==> src/rtl/threshold_bank_pkg.sv <==
// package: register offsets, reset values and field limits of the
// detection threshold register bank.
// assumes: one 8-bit register port, 50 MHz clock, asynchronous reset.
package threshold_bank_pkg;

    localparam int unsigned CLOCK_HZ = 50_000_000;

    // register offsets in the controller memory map
    localparam logic [7:0] MOVEMENT_OFFSET = 8'h09;
    localparam logic [7:0] TOUCH_OFFSET    = 8'h0A;
    localparam logic [7:0] NEAR_OFFSET     = 8'h0B;
    localparam logic [7:0] DRIFT_OFFSET    = 8'h0C;

    // field widths
    localparam int unsigned MOVEMENT_WIDTH = 5;
    localparam int unsigned NEAR_WIDTH     = 4;

    // values held between reset and the start-up copy
    localparam logic [4:0] MOVEMENT_RESET = 5'h00;
    localparam logic [7:0] TOUCH_RESET    = 8'h00;
    localparam logic [3:0] NEAR_RESET     = 4'h0;
    localparam logic [7:0] DRIFT_RESET    = 8'h03;
    localparam logic [7:0] READ_RESET     = 8'h00;
    localparam logic [7:0] UNMAPPED_READ  = 8'h00;

    // movement field limits
    localparam logic [4:0] MOVEMENT_MIN   = 5'h00;
    localparam logic [4:0] MOVEMENT_MAX   = 5'h1E;

    // touch threshold = value * 4 + 4
    localparam logic [10:0] TOUCH_OFFSET_ADD = 11'h004;

    // proximity ranges: low strap or register mode, and high strap
    localparam logic [3:0] NEAR_LOW_MIN  = 4'h4;
    localparam logic [3:0] NEAR_LOW_MAX  = 4'hA;
    localparam logic [3:0] NEAR_HIGH_MIN = 4'h8;
    localparam logic [3:0] NEAR_HIGH_MAX = 4'hE;

    typedef enum logic [1:0] {
        LOAD = 2'b01,
        RUN  = 2'b10
    } phase_type;

endpackage

==> src/rtl/detection_threshold_registers.sv <==
// detection_threshold_registers: runtime threshold bank of a one-channel
// capacitive proximity controller, with derived effective thresholds.
// assumes: the serial host engine presents a same-clock register port;
// programmed settings are stable inputs; the strap is an asynchronous pin.
//
// Summary of operation
// - movement field holds only 0 to 30
// - effective movement threshold is field times two
// - movement field zero means movement always triggers
// - programmed movement copied into field at start-up
// - touch threshold is value times four plus four
// - programmed touch copied into register at start-up
// - strap low or register mode: proximity 4 to 10
// - strap high outside register mode: proximity spans 8 to 14
// - programmed proximity copied into register at start-up
// - tracking threshold is 8 bits, default 3
`timescale 1ns/10ps
`default_nettype none

module detection_threshold_registers (
    input  wire logic        clock,
    input  wire logic        reset,
    input  wire logic [7:0]  reg_address,
    input  wire logic        reg_write,
    input  wire logic [7:0]  reg_write_data,
    input  wire logic        reg_read,
    output logic      [7:0]  reg_read_data,
    input  wire logic [4:0]  programmed_movement,
    input  wire logic [7:0]  programmed_touch,
    input  wire logic [3:0]  programmed_near,
    input  wire logic        threshold_select_strap,
    input  wire logic        i2c_mode,
    output logic             loaded,
    output logic      [5:0]  movement_threshold,
    output logic             movement_always,
    output logic      [10:0] touch_threshold,
    output logic      [3:0]  near_threshold,
    output logic      [7:0]  drift_tracking_threshold
);

    typedef struct packed {
        threshold_bank_pkg::phase_type phase;
        logic        strap_meta;
        logic        strap_sync;
        logic [4:0]  movement;
        logic [7:0]  touch_level;
        logic [3:0]  near_level;
        logic [7:0]  drift_tracking_level;
        logic [7:0]  read_data;
        logic [5:0]  movement_eff;
        logic        movement_always;
        logic [10:0] touch_eff;
        logic [3:0]  near_eff;
    } bank_state_type;

    bank_state_type state;
    bank_state_type next_state;

    logic [4:0] movement_source;
    logic [4:0] movement_limited;
    logic [3:0] near_low;
    logic [3:0] near_high;
    logic [3:0] near_limited;
    logic [3:0] near_candidate;
    logic       write_ok;

    ////////////////////////////////////////////////////////////////////////
    // limiters

    range_clamp #(
        .WIDTH (threshold_bank_pkg::MOVEMENT_WIDTH)
    ) movement_limit (
        .value   (movement_source),
        .low     (threshold_bank_pkg::MOVEMENT_MIN),
        .high    (threshold_bank_pkg::MOVEMENT_MAX),
        .clamped (movement_limited)
    );

    // the register keeps what was written; only the effective value clamps
    // fed with the value being stored so the output follows on the same edge
    range_clamp #(
        .WIDTH (threshold_bank_pkg::NEAR_WIDTH)
    ) near_limit (
        .value   (near_candidate),
        .low     (near_low),
        .high    (near_high),
        .clamped (near_limited)
    );

    always_comb begin
        if (state.strap_sync && !i2c_mode) begin
            near_low  = threshold_bank_pkg::NEAR_HIGH_MIN;
            near_high = threshold_bank_pkg::NEAR_HIGH_MAX;
        end else begin
            near_low  = threshold_bank_pkg::NEAR_LOW_MIN;
            near_high = threshold_bank_pkg::NEAR_LOW_MAX;
        end
    end

    ////////////////////////////////////////////////////////////////////////
    // next state

    // writes are ignored until the start-up copy is done so they cannot be overwritten by it
    assign write_ok = reg_write && (state.phase == threshold_bank_pkg::RUN);

    always_comb begin
        if (state.phase == threshold_bank_pkg::LOAD) begin
            movement_source = programmed_movement;
            near_candidate  = programmed_near;
        end else begin
            // upper bits set must still land on the top of the range
            if (reg_write_data[7:5] != 3'h0) begin
                movement_source = 5'h1F;
            end else begin
                movement_source = reg_write_data[4:0];
            end
            if (write_ok && reg_address == threshold_bank_pkg::NEAR_OFFSET) begin
                near_candidate = reg_write_data[3:0];
            end else begin
                near_candidate = state.near_level;
            end
        end
    end

    always_comb begin
        next_state = state;
        next_state.strap_meta = threshold_select_strap;
        next_state.strap_sync = state.strap_meta;
        case (state.phase)
            threshold_bank_pkg::LOAD: begin
                next_state.movement    = movement_limited;
                next_state.touch_level = programmed_touch;
                next_state.near_level  = programmed_near;
                next_state.phase       = threshold_bank_pkg::RUN;
            end
            threshold_bank_pkg::RUN: begin
                next_state.phase = threshold_bank_pkg::RUN;
            end
            default: begin
                next_state.phase = threshold_bank_pkg::LOAD;
            end
        endcase
        if (write_ok) begin
            if (reg_address == threshold_bank_pkg::MOVEMENT_OFFSET) begin
                next_state.movement = movement_limited;
            end else if (reg_address == threshold_bank_pkg::TOUCH_OFFSET) begin
                next_state.touch_level = reg_write_data;
            end else if (reg_address == threshold_bank_pkg::NEAR_OFFSET) begin
                next_state.near_level = reg_write_data[3:0];
            end else if (reg_address == threshold_bank_pkg::DRIFT_OFFSET) begin
                next_state.drift_tracking_level = reg_write_data;
            end
        end
        if (reg_read) begin
            if (reg_address == threshold_bank_pkg::MOVEMENT_OFFSET) begin
                next_state.read_data = {3'h0, state.movement};
            end else if (reg_address == threshold_bank_pkg::TOUCH_OFFSET) begin
                next_state.read_data = state.touch_level;
            end else if (reg_address == threshold_bank_pkg::NEAR_OFFSET) begin
                next_state.read_data = {4'h0, state.near_level};
            end else if (reg_address == threshold_bank_pkg::DRIFT_OFFSET) begin
                next_state.read_data = state.drift_tracking_level;
            end else begin
                next_state.read_data = threshold_bank_pkg::UNMAPPED_READ;
            end
        end
        // effective values follow the stored fields in the same edge
        next_state.movement_eff    = {next_state.movement, 1'b0};
        next_state.movement_always = (next_state.movement == 5'h00);
        next_state.touch_eff = {1'b0, next_state.touch_level, 2'b00}
                             + threshold_bank_pkg::TOUCH_OFFSET_ADD;
        next_state.near_eff  = near_limited;
    end

    ////////////////////////////////////////////////////////////////////////
    // state register

    always_ff @(posedge clock or posedge reset) begin
        if (reset) begin
            state.phase                <= threshold_bank_pkg::LOAD;
            state.strap_meta           <= 1'b0;
            state.strap_sync           <= 1'b0;
            state.movement             <= threshold_bank_pkg::MOVEMENT_RESET;
            state.touch_level          <= threshold_bank_pkg::TOUCH_RESET;
            state.near_level           <= threshold_bank_pkg::NEAR_RESET;
            state.drift_tracking_level <= threshold_bank_pkg::DRIFT_RESET;
            state.read_data            <= threshold_bank_pkg::READ_RESET;
            state.movement_eff         <= 6'h00;
            state.movement_always      <= 1'b1;
            state.touch_eff            <= threshold_bank_pkg::TOUCH_OFFSET_ADD;
            state.near_eff             <= threshold_bank_pkg::NEAR_LOW_MIN;
        end else begin
            state <= next_state;
        end
    end

    assign loaded                   = (state.phase == threshold_bank_pkg::RUN);
    assign reg_read_data            = state.read_data;
    assign movement_threshold       = state.movement_eff;
    assign movement_always          = state.movement_always;
    assign touch_threshold          = state.touch_eff;
    assign near_threshold           = state.near_eff;
    assign drift_tracking_threshold = state.drift_tracking_level;
endmodule

`default_nettype wire

==> src/rtl/range_clamp.sv <==
// range_clamp: limits an unsigned value to an inclusive window.
// assumes: low <= high is held by the caller.
`timescale 1ns/10ps
`default_nettype none

module range_clamp #(
    parameter int unsigned WIDTH = 4
) (
    input  wire logic [WIDTH-1:0] value,
    input  wire logic [WIDTH-1:0] low,
    input  wire logic [WIDTH-1:0] high,
    output logic      [WIDTH-1:0] clamped
);

    if (WIDTH < 1) begin : g_width_check
        $error("range_clamp: WIDTH must be at least 1");
    end

    always_comb begin
        if (value < low) begin
            clamped = low;
        end else if (value > high) begin
            clamped = high;
        end else begin
            clamped = value;
        end
    end

endmodule

`default_nettype wire

==> config.mk <==
export PLATFORM = sky130hd
export DESIGN_NAME = detection_threshold_registers
export DESIGN_NICKNAME = d
export VERILOG_FILES = /design/src/rtl/threshold_bank_pkg.sv /design/src/rtl/detection_threshold_registers.sv /design/src/rtl/range_clamp.sv
export SDC_FILE = /design/constraint.sdc
export NUM_CORES = 1
export LEC_CHECK = 0
export BUFFER_PORTS_ARGS = -buffer_cell sky130_fd_sc_hd__buf_2
export CAP_MARGIN = 20
export CORE_UTILIZATION = 25
export CTS_BUF_LIST = sky130_fd_sc_hd__clkbuf_2 sky130_fd_sc_hd__clkbuf_4 sky130_fd_sc_hd__clkbuf_8
export DETAILED_ROUTE_END_ITERATION = 10
export PLACE_DENSITY = 0.53
export RECOVER_POWER = 50
export REMOVE_ABC_BUFFERS = 1
export SYNTH_ARGS = -nofsm -noshare
export SYNTH_HDL_FRONTEND = slang
export SYNTH_HIERARCHICAL = 1
export SYNTH_SLANG_ARGS = --single-unit
==> constraint.sdc <==
create_clock -name clock -period 2.97 [get_ports clock]
set_input_delay 0.297 -clock clock [delete_from_list [all_inputs] [get_ports clock]]
set_output_delay 0.297 -clock clock [all_outputs]
set_load 0.01 [all_outputs]
==> results.py, run 1 <==
metrics = {
    "outcome": {
        "outcome": "complete, no violations",
    },
    "power_and_ir_drop": {
        "share_comb_of_total_power": 0.277,
        "clk_pwr_share": 0.253,
        "power.leakage_nw": 2.05,
        "internal_power_mw": 1.14,
        "power.density_nw_per_um2": 384,
        "irDropWorstVdd_v": 0.000202,
        "post-layout-total-power_mw": 1.71,
        "p_sw_frac": 0.331,
        "pwr-share-seq": 0.470,
        "p_switching_mw": 0.565,
    },
    "synthesis": {
        "netlist-cell-type-count": 56,
        "synth_sequential_area_ratio": 0.364,
        "synth_top_flop_cell": "sky130_fd_sc_hd__dfrtp_1",
        "yosys_register_bits": 51,
        "synth_edf_count": 0,
        "synth_area_sq_um": 3530,
        "synth-async-reset-ratio": 1.00,
        "synthesis.yosys.warnings": 6,
        "postSynthCellCount": 368,
        "syn_avg_cell_area_sq_um": 9.58,
    },
    "placed_design": {
        "place_congestion": 0.833,
        "dp_cells": 632,
        "port-buffer-count": 74,
        "dp_hpwl_microns": 7800,
    },
    "die": {
        "die-height_microns": 121,
        "start_util": 0.255,
        "design.portCount": 78,
        "design.core.area_sq_um": 13800,
        "die_area_sq_um": 14600,
        "row_count": 43,
        "die-width_microns": 121,
    },
    "route": {
        "drt.antenna.violating_nets": 0,
        "firstDrtPassIters": 4,
        "drt_first_iter_violations": 147,
        "avgRoutedWirePerCell_microns": 15.2,
        "num_vias": 2907,
        "vias_per_cell": 4.51,
        "totalWireLength_microns": 9810,
        "drc_errors": 0,
    },
    "sta": {
        "final_period_minus_worst_setup_slack_ns": 2.96,
        "timing.clock.skew_ns": 0.0187,
        "hold_viol_final": 0,
        "timing.final.crit_share": 0.997,
        "slew_viol_final": 0,
        "setup_violations": 0,
        "timing.slew.headroom": 0.280,
        "rsz_0062_raised_after_global_routing": "true",
        "setup_tns_after_final_layout_ns": 0,
        "holdWs_ns": 0.0852,
        "achievable-frequency_ghz": 0.338,
        "transition_time_at_the_pin_with_the_least_slew_margin_ns": 1.08,
    },
    "grt": {
        "grt_overflow": 0,
        "grt_first_pass_wirelength_microns": 15400,
        "grt_max_degree": 52,
        "global_route.usage.total": 0.139,
        "vias_in_the_first_global_route": 2933,
        "initial_antenna_violation_count": 0,
    },
    "setup_path": {
        "cp_data_arrival_time_ns": 3.18,
        "setup.worst_path.start_class": "register",
        "critical_path_peak_fanout": 5,
        "worstSetupPathType": "reg2reg",
        "critPathCaptureType": "register",
        "cp_data_required_time_ns": 3.19,
    },
    "finish": {
        "layout-drive-gt1-share": 0.359,
        "final_net_count": 523,
        "instances_no_fill": 645,
        "area_growth_pct": 26.2,
        "insertedDiodeCount": 0,
    },
    "clock_network": {
        "cts.path.max_buffers": 2,
        "cts_tree": "done",
        "cts.clk_slew.worst_paths_ns": 0.12,
        "htreeDepth": 2,
        "clock_tree.root_cell": "sky130_fd_sc_hd__clkbuf_8",
        "cts_buffers": 5,
        "cts.sink_count": 51,
        "clk-insertion-delay-late_ns": 0.32,
    },
    "hold_path": {
        "hold_class": "in2reg",
    },
    "run": {
        "drv_cap": 0,
    },
}
[what timing repair did]
action	4_1_cts	5_1_grt
hold endpoints to repair	0	9
setup buffers	3	0
setup endpoints to repair	10	5
pin swaps	21	5
resized for setup	30	15
hold buffers	0	1
[per-layer routing]
layer / track usage / wire [microns] / up-vias
li1: - / - / 1433
met2: 0.247 / 4930 / 57
met4: 0.0378 / 161 / 0
met5: 0 / 0 / -
met1: 0.169 / 4310 / 1408
met3: 0.0250 / 397 / 9
[path summary, 6_finish.rpt]
check,slack (ns),to,depth (start not counted),start
max in group asynchronous,1.10,movement_threshold[2],4,reset
setup / recovery,0.007,movement_always,12,state[57]
min in group asynchronous,0.48,touch_threshold[6],3,reset
hold reg to reg,0.36,state[55],0,next_state[55]
setup reg to reg,0.007,movement_always,12,state[57]
hold / removal,0.09,next_state[55],1,threshold_select_strap
[metrics by stage]
stage / area, sq um / util / setup WS [ns]
after floorplan: 3320 / - / -0.845
after global placement: 4110 / 0.297 / -0.178
after detailed placement: 4110 / 0.297 / -0.244
after CTS: 4390 / 0.317 / -0.00672
after global routing: 4450 / 0.322 / -0.0952
final: 4450 / 0.322 / 0.00747
[power groups by stage]
stage,combinational [mW],clock (mW),sequential (mW)
floorplan,0.235,0,0.826
global placement,0.422,0,0.816
detailed placement,0.430,0,0.817
CTS,0.462,0.446,0.804
global route,0.524,0.473,0.812
finish,0.473,0.432,0.804
[synth_stat cells, drive strengths merged, types with 4 or more instances]
| master | number | area [sq um] |
|---|---|---|
| o211ai | 7 | 52.6 |
| a22o | 4 | 35.0 |
| a32oi | 4 | 35.0 |
| a31oi | 8 | 56.3 |
| dfrtp | 45 | 1130 |
| nand2b | 4 | 25.0 |
| a41oi | 5 | 51.3 |
| inv | 36 | 135 |
| nor3 | 4 | 25.0 |
| nand3 | 9 | 57.6 |
| nor3b | 5 | 58.8 |
| buf | 40 | 295 |
| a21o | 4 | 37.5 |
| a211oi | 5 | 37.5 |
| clkbuf | 5 | 18.8 |
| o22ai | 5 | 31.3 |
| mux2 | 20 | 229 |
| dfstp | 6 | 158 |
| ha | 20 | 250 |
| o21ai | 16 | 83.8 |
| mux2i | 12 | 120 |
| a21oi | 20 | 100 |
| and2 | 4 | 25.0 |
| xnor2 | 4 | 35.0 |
| nand4 | 4 | 31.3 |
| nand2 | 20 | 75.1 |
| nor2 | 23 | 86.3 |
| a221oi | 4 | 35.0 |
[sequential cells by signal, indices dropped and copies added (netlist names)]
name / count
near_threshold: 4
state: 15
reg_read_data: 8
drift_tracking_threshold: 8
next_state: 1
touch_threshold: 9
movement_threshold: 5
movement_always: 1
[cell type report]
type,instances,area [sq um]
Fill cell,1482,9380
Multi-Input combinational cell,265,2120
Sequential cell,51,1280
Timing Repair Buffer,105,596
Tap cell,180,225
Inverter,36,135
Clock buffer,5,68.8
Clock inverter,3,26.3
[cells by family after synthesis]
logic type	after synthesis	synth area share
other	2	0.00213
xor gates and xnor gates	7	0.0174
muxes	32	0.0990
DFF	51	0.364
buffers and inverters	81	0.127
AOI/OAI and AO/OA	86	0.174
and+or+nand+nor	89	0.145
adders and majority gates	20	0.0709
[worst max-delay path, stage by stage, from the launching register on]
cell,delay (ns)
sky130_fd_sc_hd__dfstp_2,0.39
sky130_fd_sc_hd__buf_6,0.11
sky130_fd_sc_hd__ha_4,0.15
sky130_fd_sc_hd__or4_4,0.49
sky130_fd_sc_hd__nor2_4,0.14
sky130_fd_sc_hd__a21oi_4,0.06
sky130_fd_sc_hd__ha_1,0.34
sky130_fd_sc_hd__nand4_4,0.14
sky130_fd_sc_hd__o21ai_4,0.08
sky130_fd_sc_hd__o211ai_1,0.21
sky130_fd_sc_hd__a41oi_2,0.14
sky130_fd_sc_hd__mux2_4,0.31
sky130_fd_sc_hd__nor4_4,0.29
[cells in the final DEF, fill, tap and decap left out, types with 5 or more instances in the layout]
master | Yosys | layout
sky130_fd_sc_hd__mux2i_1 | 12 | 12
sky130_fd_sc_hd__clkbuf_8 | 0 | 5
sky130_fd_sc_hd__buf_4 | 38 | 27
sky130_fd_sc_hd__nor2_1 | 23 | 19
sky130_fd_sc_hd__buf_2 | 2 | 62
sky130_fd_sc_hd__a21oi_1 | 20 | 16
sky130_fd_sc_hd__conb_1 | 2 | 31
sky130_fd_sc_hd__o211ai_1 | 7 | 7
sky130_fd_sc_hd__o22ai_1 | 5 | 5
sky130_fd_sc_hd__o21ai_0 | 13 | 7
sky130_fd_sc_hd__clkbuf_1 | 5 | 12
sky130_fd_sc_hd__dfstp_2 | 6 | 6
sky130_fd_sc_hd__dfrtp_1 | 45 | 45
sky130_fd_sc_hd__a31oi_1 | 7 | 7
sky130_fd_sc_hd__ha_1 | 20 | 15
sky130_fd_sc_hd__nand3_1 | 8 | 7
sky130_fd_sc_hd__inv_1 | 36 | 36
sky130_fd_sc_hd__o21ai_1 | 2 | 8
sky130_fd_sc_hd__mux2_2 | 19 | 16
sky130_fd_sc_hd__nand2_1 | 20 | 20
Note: power is estimated with default switching activity, not from simulation.
==> run 2, diff against run 1 <==
BUFFER_PORTS_ARGS = default   (was -buffer_cell sky130_fd_sc_hd__buf_2)
DONT_BUFFER_PORTS = 1   (was default)
PLACE_DENSITY = default   (was 0.53)
==> results.py, run 2 (same netlist as run 1, synthesis figures left out) <==
metrics = {
    "placed_design": {
        "detailedPlace.worstSlack_ns": -0.187,
        "postPlaceCellArea_sq_um": 3670,
        "port-buffer-count": 0,
        "dp_hpwl_microns": 7390,
        "place_congestion": 0.844,
    },
    "grt": {
        "grt_overflow": 0,
        "vias_in_the_first_global_route": 2630,
        "global_route.usage.total": 0.127,
        "grt_first_pass_wirelength_microns": 14300,
        "initial_antenna_violation_count": 0,
        "grt_max_degree": 29,
    },
    "route": {
        "num_vias": 2676,
        "drt.antenna.violating_nets": 0,
        "drt_first_iter_violations": 164,
        "avgRoutedWirePerCell_microns": 16.8,
        "vias_per_cell": 4.74,
        "totalWireLength_microns": 9520,
        "drc_errors": 0,
        "firstDrtPassIters": 4,
    },
    "sta": {
        "setup_violations": 0,
        "timing.clock.skew_ns": 0.0103,
        "transition_time_at_the_pin_with_the_least_slew_margin_ns": 1.05,
        "worst_slack_ns": 0.0381,
        "timing.slew.headroom": 0.298,
        "hold_viol_final": 0,
        "slew_viol_final": 0,
        "achievable-frequency_ghz": 0.341,
        "rsz_0062_raised_after_global_routing": "true",
        "timing.final.crit_share": 0.987,
        "final_period_minus_worst_setup_slack_ns": 2.93,
        "setup_tns_after_final_layout_ns": 0,
    },
    "die": {
        "row_count": 43,
        "die-height_microns": 121,
        "start_util": 0.255,
        "design.portCount": 78,
        "die-width_microns": 121,
        "die_area_sq_um": 14600,
        "design.core.area_sq_um": 13800,
    },
    "power_and_ir_drop": {
        "irDropWorstVdd_v": 0.000174,
        "power.leakage_nw": 1.74,
        "power.density_nw_per_um2": 402,
    },
    "setup_path": {
        "critical_path_peak_fanout": 6,
        "worst_path_largest_cell_delay_ns": 0.57,
        "worstSetupPathType": "reg2reg",
        "cp_data_arrival_time_ns": 3.16,
        "crit_path_top_delay_cell": "sky130_fd_sc_hd__or4_4",
        "critPathCaptureType": "register",
        "setup.worst_path.start_class": "register",
        "cp_data_required_time_ns": 3.20,
        "crit_path_cell_trace": "inv_2 -> ha_4 -> or4_4 -> nor2_4 -> a21oi_2 -> ha_2 -> a21o_1 -> a21o_4 -> a211oi_2 -> a41oi_2 -> mux2_4 -> nor4_4",
    },
    "clock_network": {
        "cts_tree": "done",
        "cts.clk_slew.worst_paths_ns": 0.10,
        "clock_tree.root_cell": "sky130_fd_sc_hd__clkbuf_8",
        "clk-insertion-delay-late_ns": 0.31,
        "cts.path.max_buffers": 2,
        "htreeDepth": 2,
        "cts.sink_count": 51,
        "cts_buffers": 5,
    },
    "finish": {
        "layout-drive-gt1-share": 0.268,
        "largest_register_ffs": 15,
        "final_common_cell": "sky130_fd_sc_hd__dfrtp_1",
        "final_net_count": 443,
        "area_growth_pct": 15.4,
        "registers.top_by_ff_count": "state",
        "layout.cells.most_common_list": "sky130_fd_sc_hd__dfrtp_1, sky130_fd_sc_hd__inv_1, sky130_fd_sc_hd__conb_1",
        "insertedDiodeCount": 0,
        "design_area_sq_um": 4070,
    },
    "hold_path": {
        "hold_class": "in2reg",
    },
    "outcome": {
        "outcome": "complete, no violations",
    },
    "run": {
        "drv_cap": 0,
    },
}
==> run 2: cell count changes in the layout (fill, tap and decap cells not counted), sizes merged <==
cell / change
buf: -68
dlygate4sd3: +1
inv: -2
clkbuf: -11
==> run 2: layer usage <==
metal	vias up	share of wire	wire length, microns	global-route usage
met5	-	0	0	0
met4	0	0.018	170	0.0424
met3	12	0.057	544	0.0311
met2	61	0.51	4850	0.222
met1	1328	0.42	3960	0.152
li1	1275	-	-	-
==> run 2: critical path: cells and delay by family (launching register included) <==
| family | cells | cell delay (ns) |
|---|---|---|
| buffers and inverters | 1 | 0.06 |
| flip-flops | 1 | 0.38 |
| adder cells (fa/ha/maj) | 2 | 0.36 |
| AND/OR/NAND/NOR | 3 | 0.96 |
| AO/OA/AOI/OAI | 5 | 0.79 |
| multiplexers | 1 | 0.31 |
==> run 2: stage by stage <==
| stage | instances | total power [mW] | util | hold slack [ns] |
|---|---|---|---|---|
| 6_report | 565 | 1.63 | 0.294 | 0.0582 |
| 5_1_grt | 565 | 1.71 | 0.294 | 0.0543 |
| 4_1_cts | 559 | 1.60 | 0.275 | 0.00309 |
| 3_5_place_dp | 549 | 1.16 | 0.266 | 0.289 |
| 3_3_place_gp | 549 | 1.15 | 0.266 | 0.281 |
| 2_1_floorplan | 352 | 1.06 | - | 0.328 |
==> run 2: path summary, 6_finish.rpt <==
path | slack (ns) | cells after the start | startpoint | to
worst max-delay path | 0.04 | 12 | state[58] | movement_always
worst min-delay path | 0.06 | 1 | reg_read | reg_read_data[5]
worst max register to register | 0.04 | 12 | state[58] | movement_always
worst min register to register | 0.36 | 0 | next_state[55] | state[55]
max in group asynchronous | 1.33 | 3 | reset | touch_threshold[2]
min in group asynchronous | 0.68 | 2 | reset | movement_threshold[4]
==> run 2: timing repair <==
action,in CTS,in global routing
setup endpoints to repair,6,5
resized for setup,4,46
pin swaps,6,20
hold endpoints to repair,22,1
hold buffers,1,1
setup buffers,1,5
==> run 2: final cells by class <==
| class | instances | area [sq um] |
|---|---|---|
| inverter | 36 | 135 |
| multi-input combinational | 265 | 2130 |
| clock buffer | 7 | 90.1 |
| sequential | 51 | 1280 |
| timing repair buffer | 25 | 196 |
| fill | 1418 | 9760 |
| clock inverter | 1 | 8.76 |
| tap | 180 | 225 |
==> run 2: report_power, final <==
group          internal [mW]  switching [mW]  total [mW]
logic                  0.163           0.193       0.356
registers              0.761          0.0751       0.836
clock network          0.201           0.242       0.443
total                   1.12           0.510        1.63
==> run 3, diff against run 2 <==
SLEW_MARGIN = 20   (was default)
SYNTH_HIERARCHICAL = default   (was 1)
==> results.py, run 3 <==
metrics = {
    "outcome": {
        "outcome": "complete, but fails checks",
        "failing_checks": "max-capacitance violations, max-slew violations",
    },
    "clock_network": {
        "cts_tree": "done",
        "cts.path.max_buffers": 2,
        "cts.sink_count": 51,
        "htreeDepth": 2,
        "cts.clk_slew.worst_paths_ns": 0.11,
        "clock_tree.root_cell": "sky130_fd_sc_hd__clkbuf_8",
        "cts_buffers": 5,
        "post_cts_setup_repair_buffer_count": 0,
        "clk-insertion-delay-late_ns": 0.32,
    },
    "sta": {
        "timing.slew.headroom": -0.530,
        "timing.final.crit_share": 0.916,
        "holdWs_ns": 0.0380,
        "timing.clock.skew_ns": 0.00643,
        "setup_tns_after_final_layout_ns": 0,
        "achievable-frequency_ghz": 0.368,
        "transition_time_at_the_pin_with_the_least_slew_margin_ns": 2.28,
        "slew_viol_final": 52,
        "setup_violations": 0,
        "rsz_0062_raised_after_global_routing": "false",
        "hold_viol_final": 0,
        "final_period_minus_worst_setup_slack_ns": 2.72,
    },
    "route": {
        "drt.antenna.violating_nets": 0,
        "totalWireLength_microns": 7310,
        "num_vias": 2024,
        "firstDrtPassIters": 4,
        "drt_first_iter_violations": 112,
        "avgRoutedWirePerCell_microns": 17.7,
        "vias_per_cell": 4.91,
        "drc_errors": 0,
    },
    "finish": {
        "largest_register_ffs": 15,
        "layout-drive-gt1-share": 0.125,
        "final_net_count": 317,
        "layout.cells.most_common_list": "sky130_fd_sc_hd__dfrtp_1, sky130_fd_sc_hd__nor2_1, sky130_fd_sc_hd__a21oi_1",
        "final_common_cell": "sky130_fd_sc_hd__dfrtp_1",
        "area_growth_pct": -0.129,
        "fillers": 1160,
        "instances_no_fill": 412,
        "design_area_sq_um": 2900,
        "registers.top_by_ff_count": "state",
        "insertedDiodeCount": 0,
    },
    "placed_design": {
        "dp_cells": 403,
        "place_congestion": 0.781,
        "postPlaceCellArea_sq_um": 2790,
        "dp_hpwl_microns": 5680,
        "port-buffer-count": 0,
    },
    "setup_path": {
        "crit_path_top_delay_cell": "sky130_fd_sc_hd__or3b_1",
        "r2r_cells": 12,
        "setup.worst_path.start_class": "register",
        "critPathCaptureType": "register",
        "cp_data_arrival_time_ns": 2.98,
        "crit_path_cell_trace": "inv_1 -> ha_1 -> and3_1 -> nand4_1 -> or3b_1 -> nand3_1 -> inv_1 -> ha_1 -> nor2_1 -> nor2_1 -> a311o_1 -> nand3_1",
        "cp_data_required_time_ns": 3.23,
        "critical_path_peak_fanout": 5,
        "worstSetupPathType": "reg2reg",
        "worst_path_largest_cell_delay_ns": 0.41,
        "critical_path_cell_count": 12,
        "worstPathBufferInverterCount": 2,
        "path_delay_family": "simple AND/OR/NAND/NOR gates",
    },
    "grt": {
        "initial_antenna_violation_count": 0,
        "vias_in_the_first_global_route": 2023,
        "grt_overflow": 0,
        "global_route.usage.total": 0.128,
        "grt_first_pass_wirelength_microns": 11200,
        "grt_max_degree": 52,
    },
    "power_and_ir_drop": {
        "irDropWorstVdd_v": 0.000167,
        "power.density_nw_per_um2": 490,
        "power.leakage_nw": 1.19,
    },
    "synthesis": {
        "syn_avg_cell_area_sq_um": 9.57,
        "synth_sequential_area_ratio": 0.443,
        "synth_area_sq_um": 2900,
        "synth_area_leader_cell": "sky130_fd_sc_hd__dfrtp_1",
        "yosys-top-cells-area": "sky130_fd_sc_hd__dfrtp_1, sky130_fd_sc_hd__buf_4, sky130_fd_sc_hd__dfstp_2",
        "synth_top_flop_cell": "sky130_fd_sc_hd__dfrtp_1",
        "yosys-top-cells-count": "sky130_fd_sc_hd__dfrtp_1, sky130_fd_sc_hd__buf_4, sky130_fd_sc_hd__nor2_1",
        "synthesis.yosys.warnings": 0,
        "yosys_register_bits": 51,
        "post-synth-top-area-fraction": 0.388,
        "netlist-cell-type-count": 48,
        "dominant_cell_by_count_in_the_synthesized_netlist": "sky130_fd_sc_hd__dfrtp_1",
        "synth_edf_count": 0,
        "postSynthCellCount": 303,
        "synth-async-reset-ratio": 1.00,
    },
    "die": {
        "design.portCount": 78,
        "die-height_microns": 110,
        "row_count": 38,
        "design.core.area_sq_um": 11100,
        "start_util": 0.262,
        "die-width_microns": 110,
        "die_area_sq_um": 12000,
    },
    "hold_path": {
        "hold_class": "in2reg",
        "count_of_cells_along_the_worst_hold_path": 1,
    },
    "run": {
        "drv_cap": 1,
    },
}
==> run 3: cell count changes after synthesis, sizes merged, moves of 8 or more <==
cell / delta
buf: +8
inv: -26
a21oi: +9
mux2: -13
ha: -13
nor2: +8
==> run 3: stage by stage <==
step / worst slack (ns) / utilization / power (mW)
after floorplan: 0.234 / - / 0.946
after global placement: 0.345 / 0.252 / 0.995
after detailed placement: 0.277 / 0.252 / 0.999
after CTS: 0.251 / 0.261 / 1.44
after global routing: 0.0764 / 0.261 / 1.49
final: 0.250 / 0.261 / 1.42
==> run 3: kinds of logic after synthesis <==
group / after synthesis / synth area share
AO/OA/AOI/OAI: 64 / 0.139
XOR/XNOR: 6 / 0.0181
adder cells (fa/ha/maj): 7 / 0.0302
buffers and inverters: 60 / 0.133
flip-flops: 51 / 0.443
multiplexers: 18 / 0.0651
other: 1 / 0.00129
AND/OR/NAND/NOR: 96 / 0.170
==> run 3: worst register-to-register path: cells and delay by family, from the launching register on <==
kind	cells	cell delay [ns]
and+or+nand+nor	7	1.31
adders and majority gates	2	0.55
DFF	1	0.38
AOI/OAI and AO/OA	1	0.33
buffers and inverters	2	0.11
==> run 3: repair_timing <==
item | in CTS | in global routing
hold buffers | 1 | 0
resized for setup | 0 | 0
endpoints found under the hold margin | 1 | 0
==> run 3: power by group <==
| part | internal [mW] | switching, mW |
|---|---|---|
| sequential | 0.758 | 0.0664 |
| clock | 0.171 | 0.265 |
| combinational | 0.0682 | 0.0894 |
==> run 3: layout make-up <==
cell class	instances	area, sq um	area share
timing repair buffer	9	70.1	0.0242
sequential	51	1280	0.443
tap	140	175	0.0605
clock buffer	5	68.8	0.0238
clock inverter	3	22.5	0.00778
inverter	10	38.8	0.0134
multi-input combinational	194	1240	0.427
==> run 3: routing by layer <==
metal	part of all wire	up-vias	wire (microns)	global-route usage
met4	0.020	0	145	0.0457
met2	0.47	76	3410	0.201
met1	0.40	981	2910	0.150
met3	0.11	11	837	0.0616
met5	0	-	0	0
li1	-	956	-	-
==> run 3: worst paths after layout <==
| check | slack [ns] | startpoint | to |
|---|---|---|---|
| worst max-delay path | 0.25 | state[57] | near_threshold[2] |
| worst max register to register | 0.25 | state[57] | near_threshold[2] |
| max in group asynchronous | 1.49 | reset | next_state[55] |
| min in group asynchronous | 0.45 | reset | touch_threshold[9] |
| worst min-delay path | 0.04 | reg_read | reg_read_data[5] |
| worst min register to register | 0.36 | next_state[55] | state[55] |
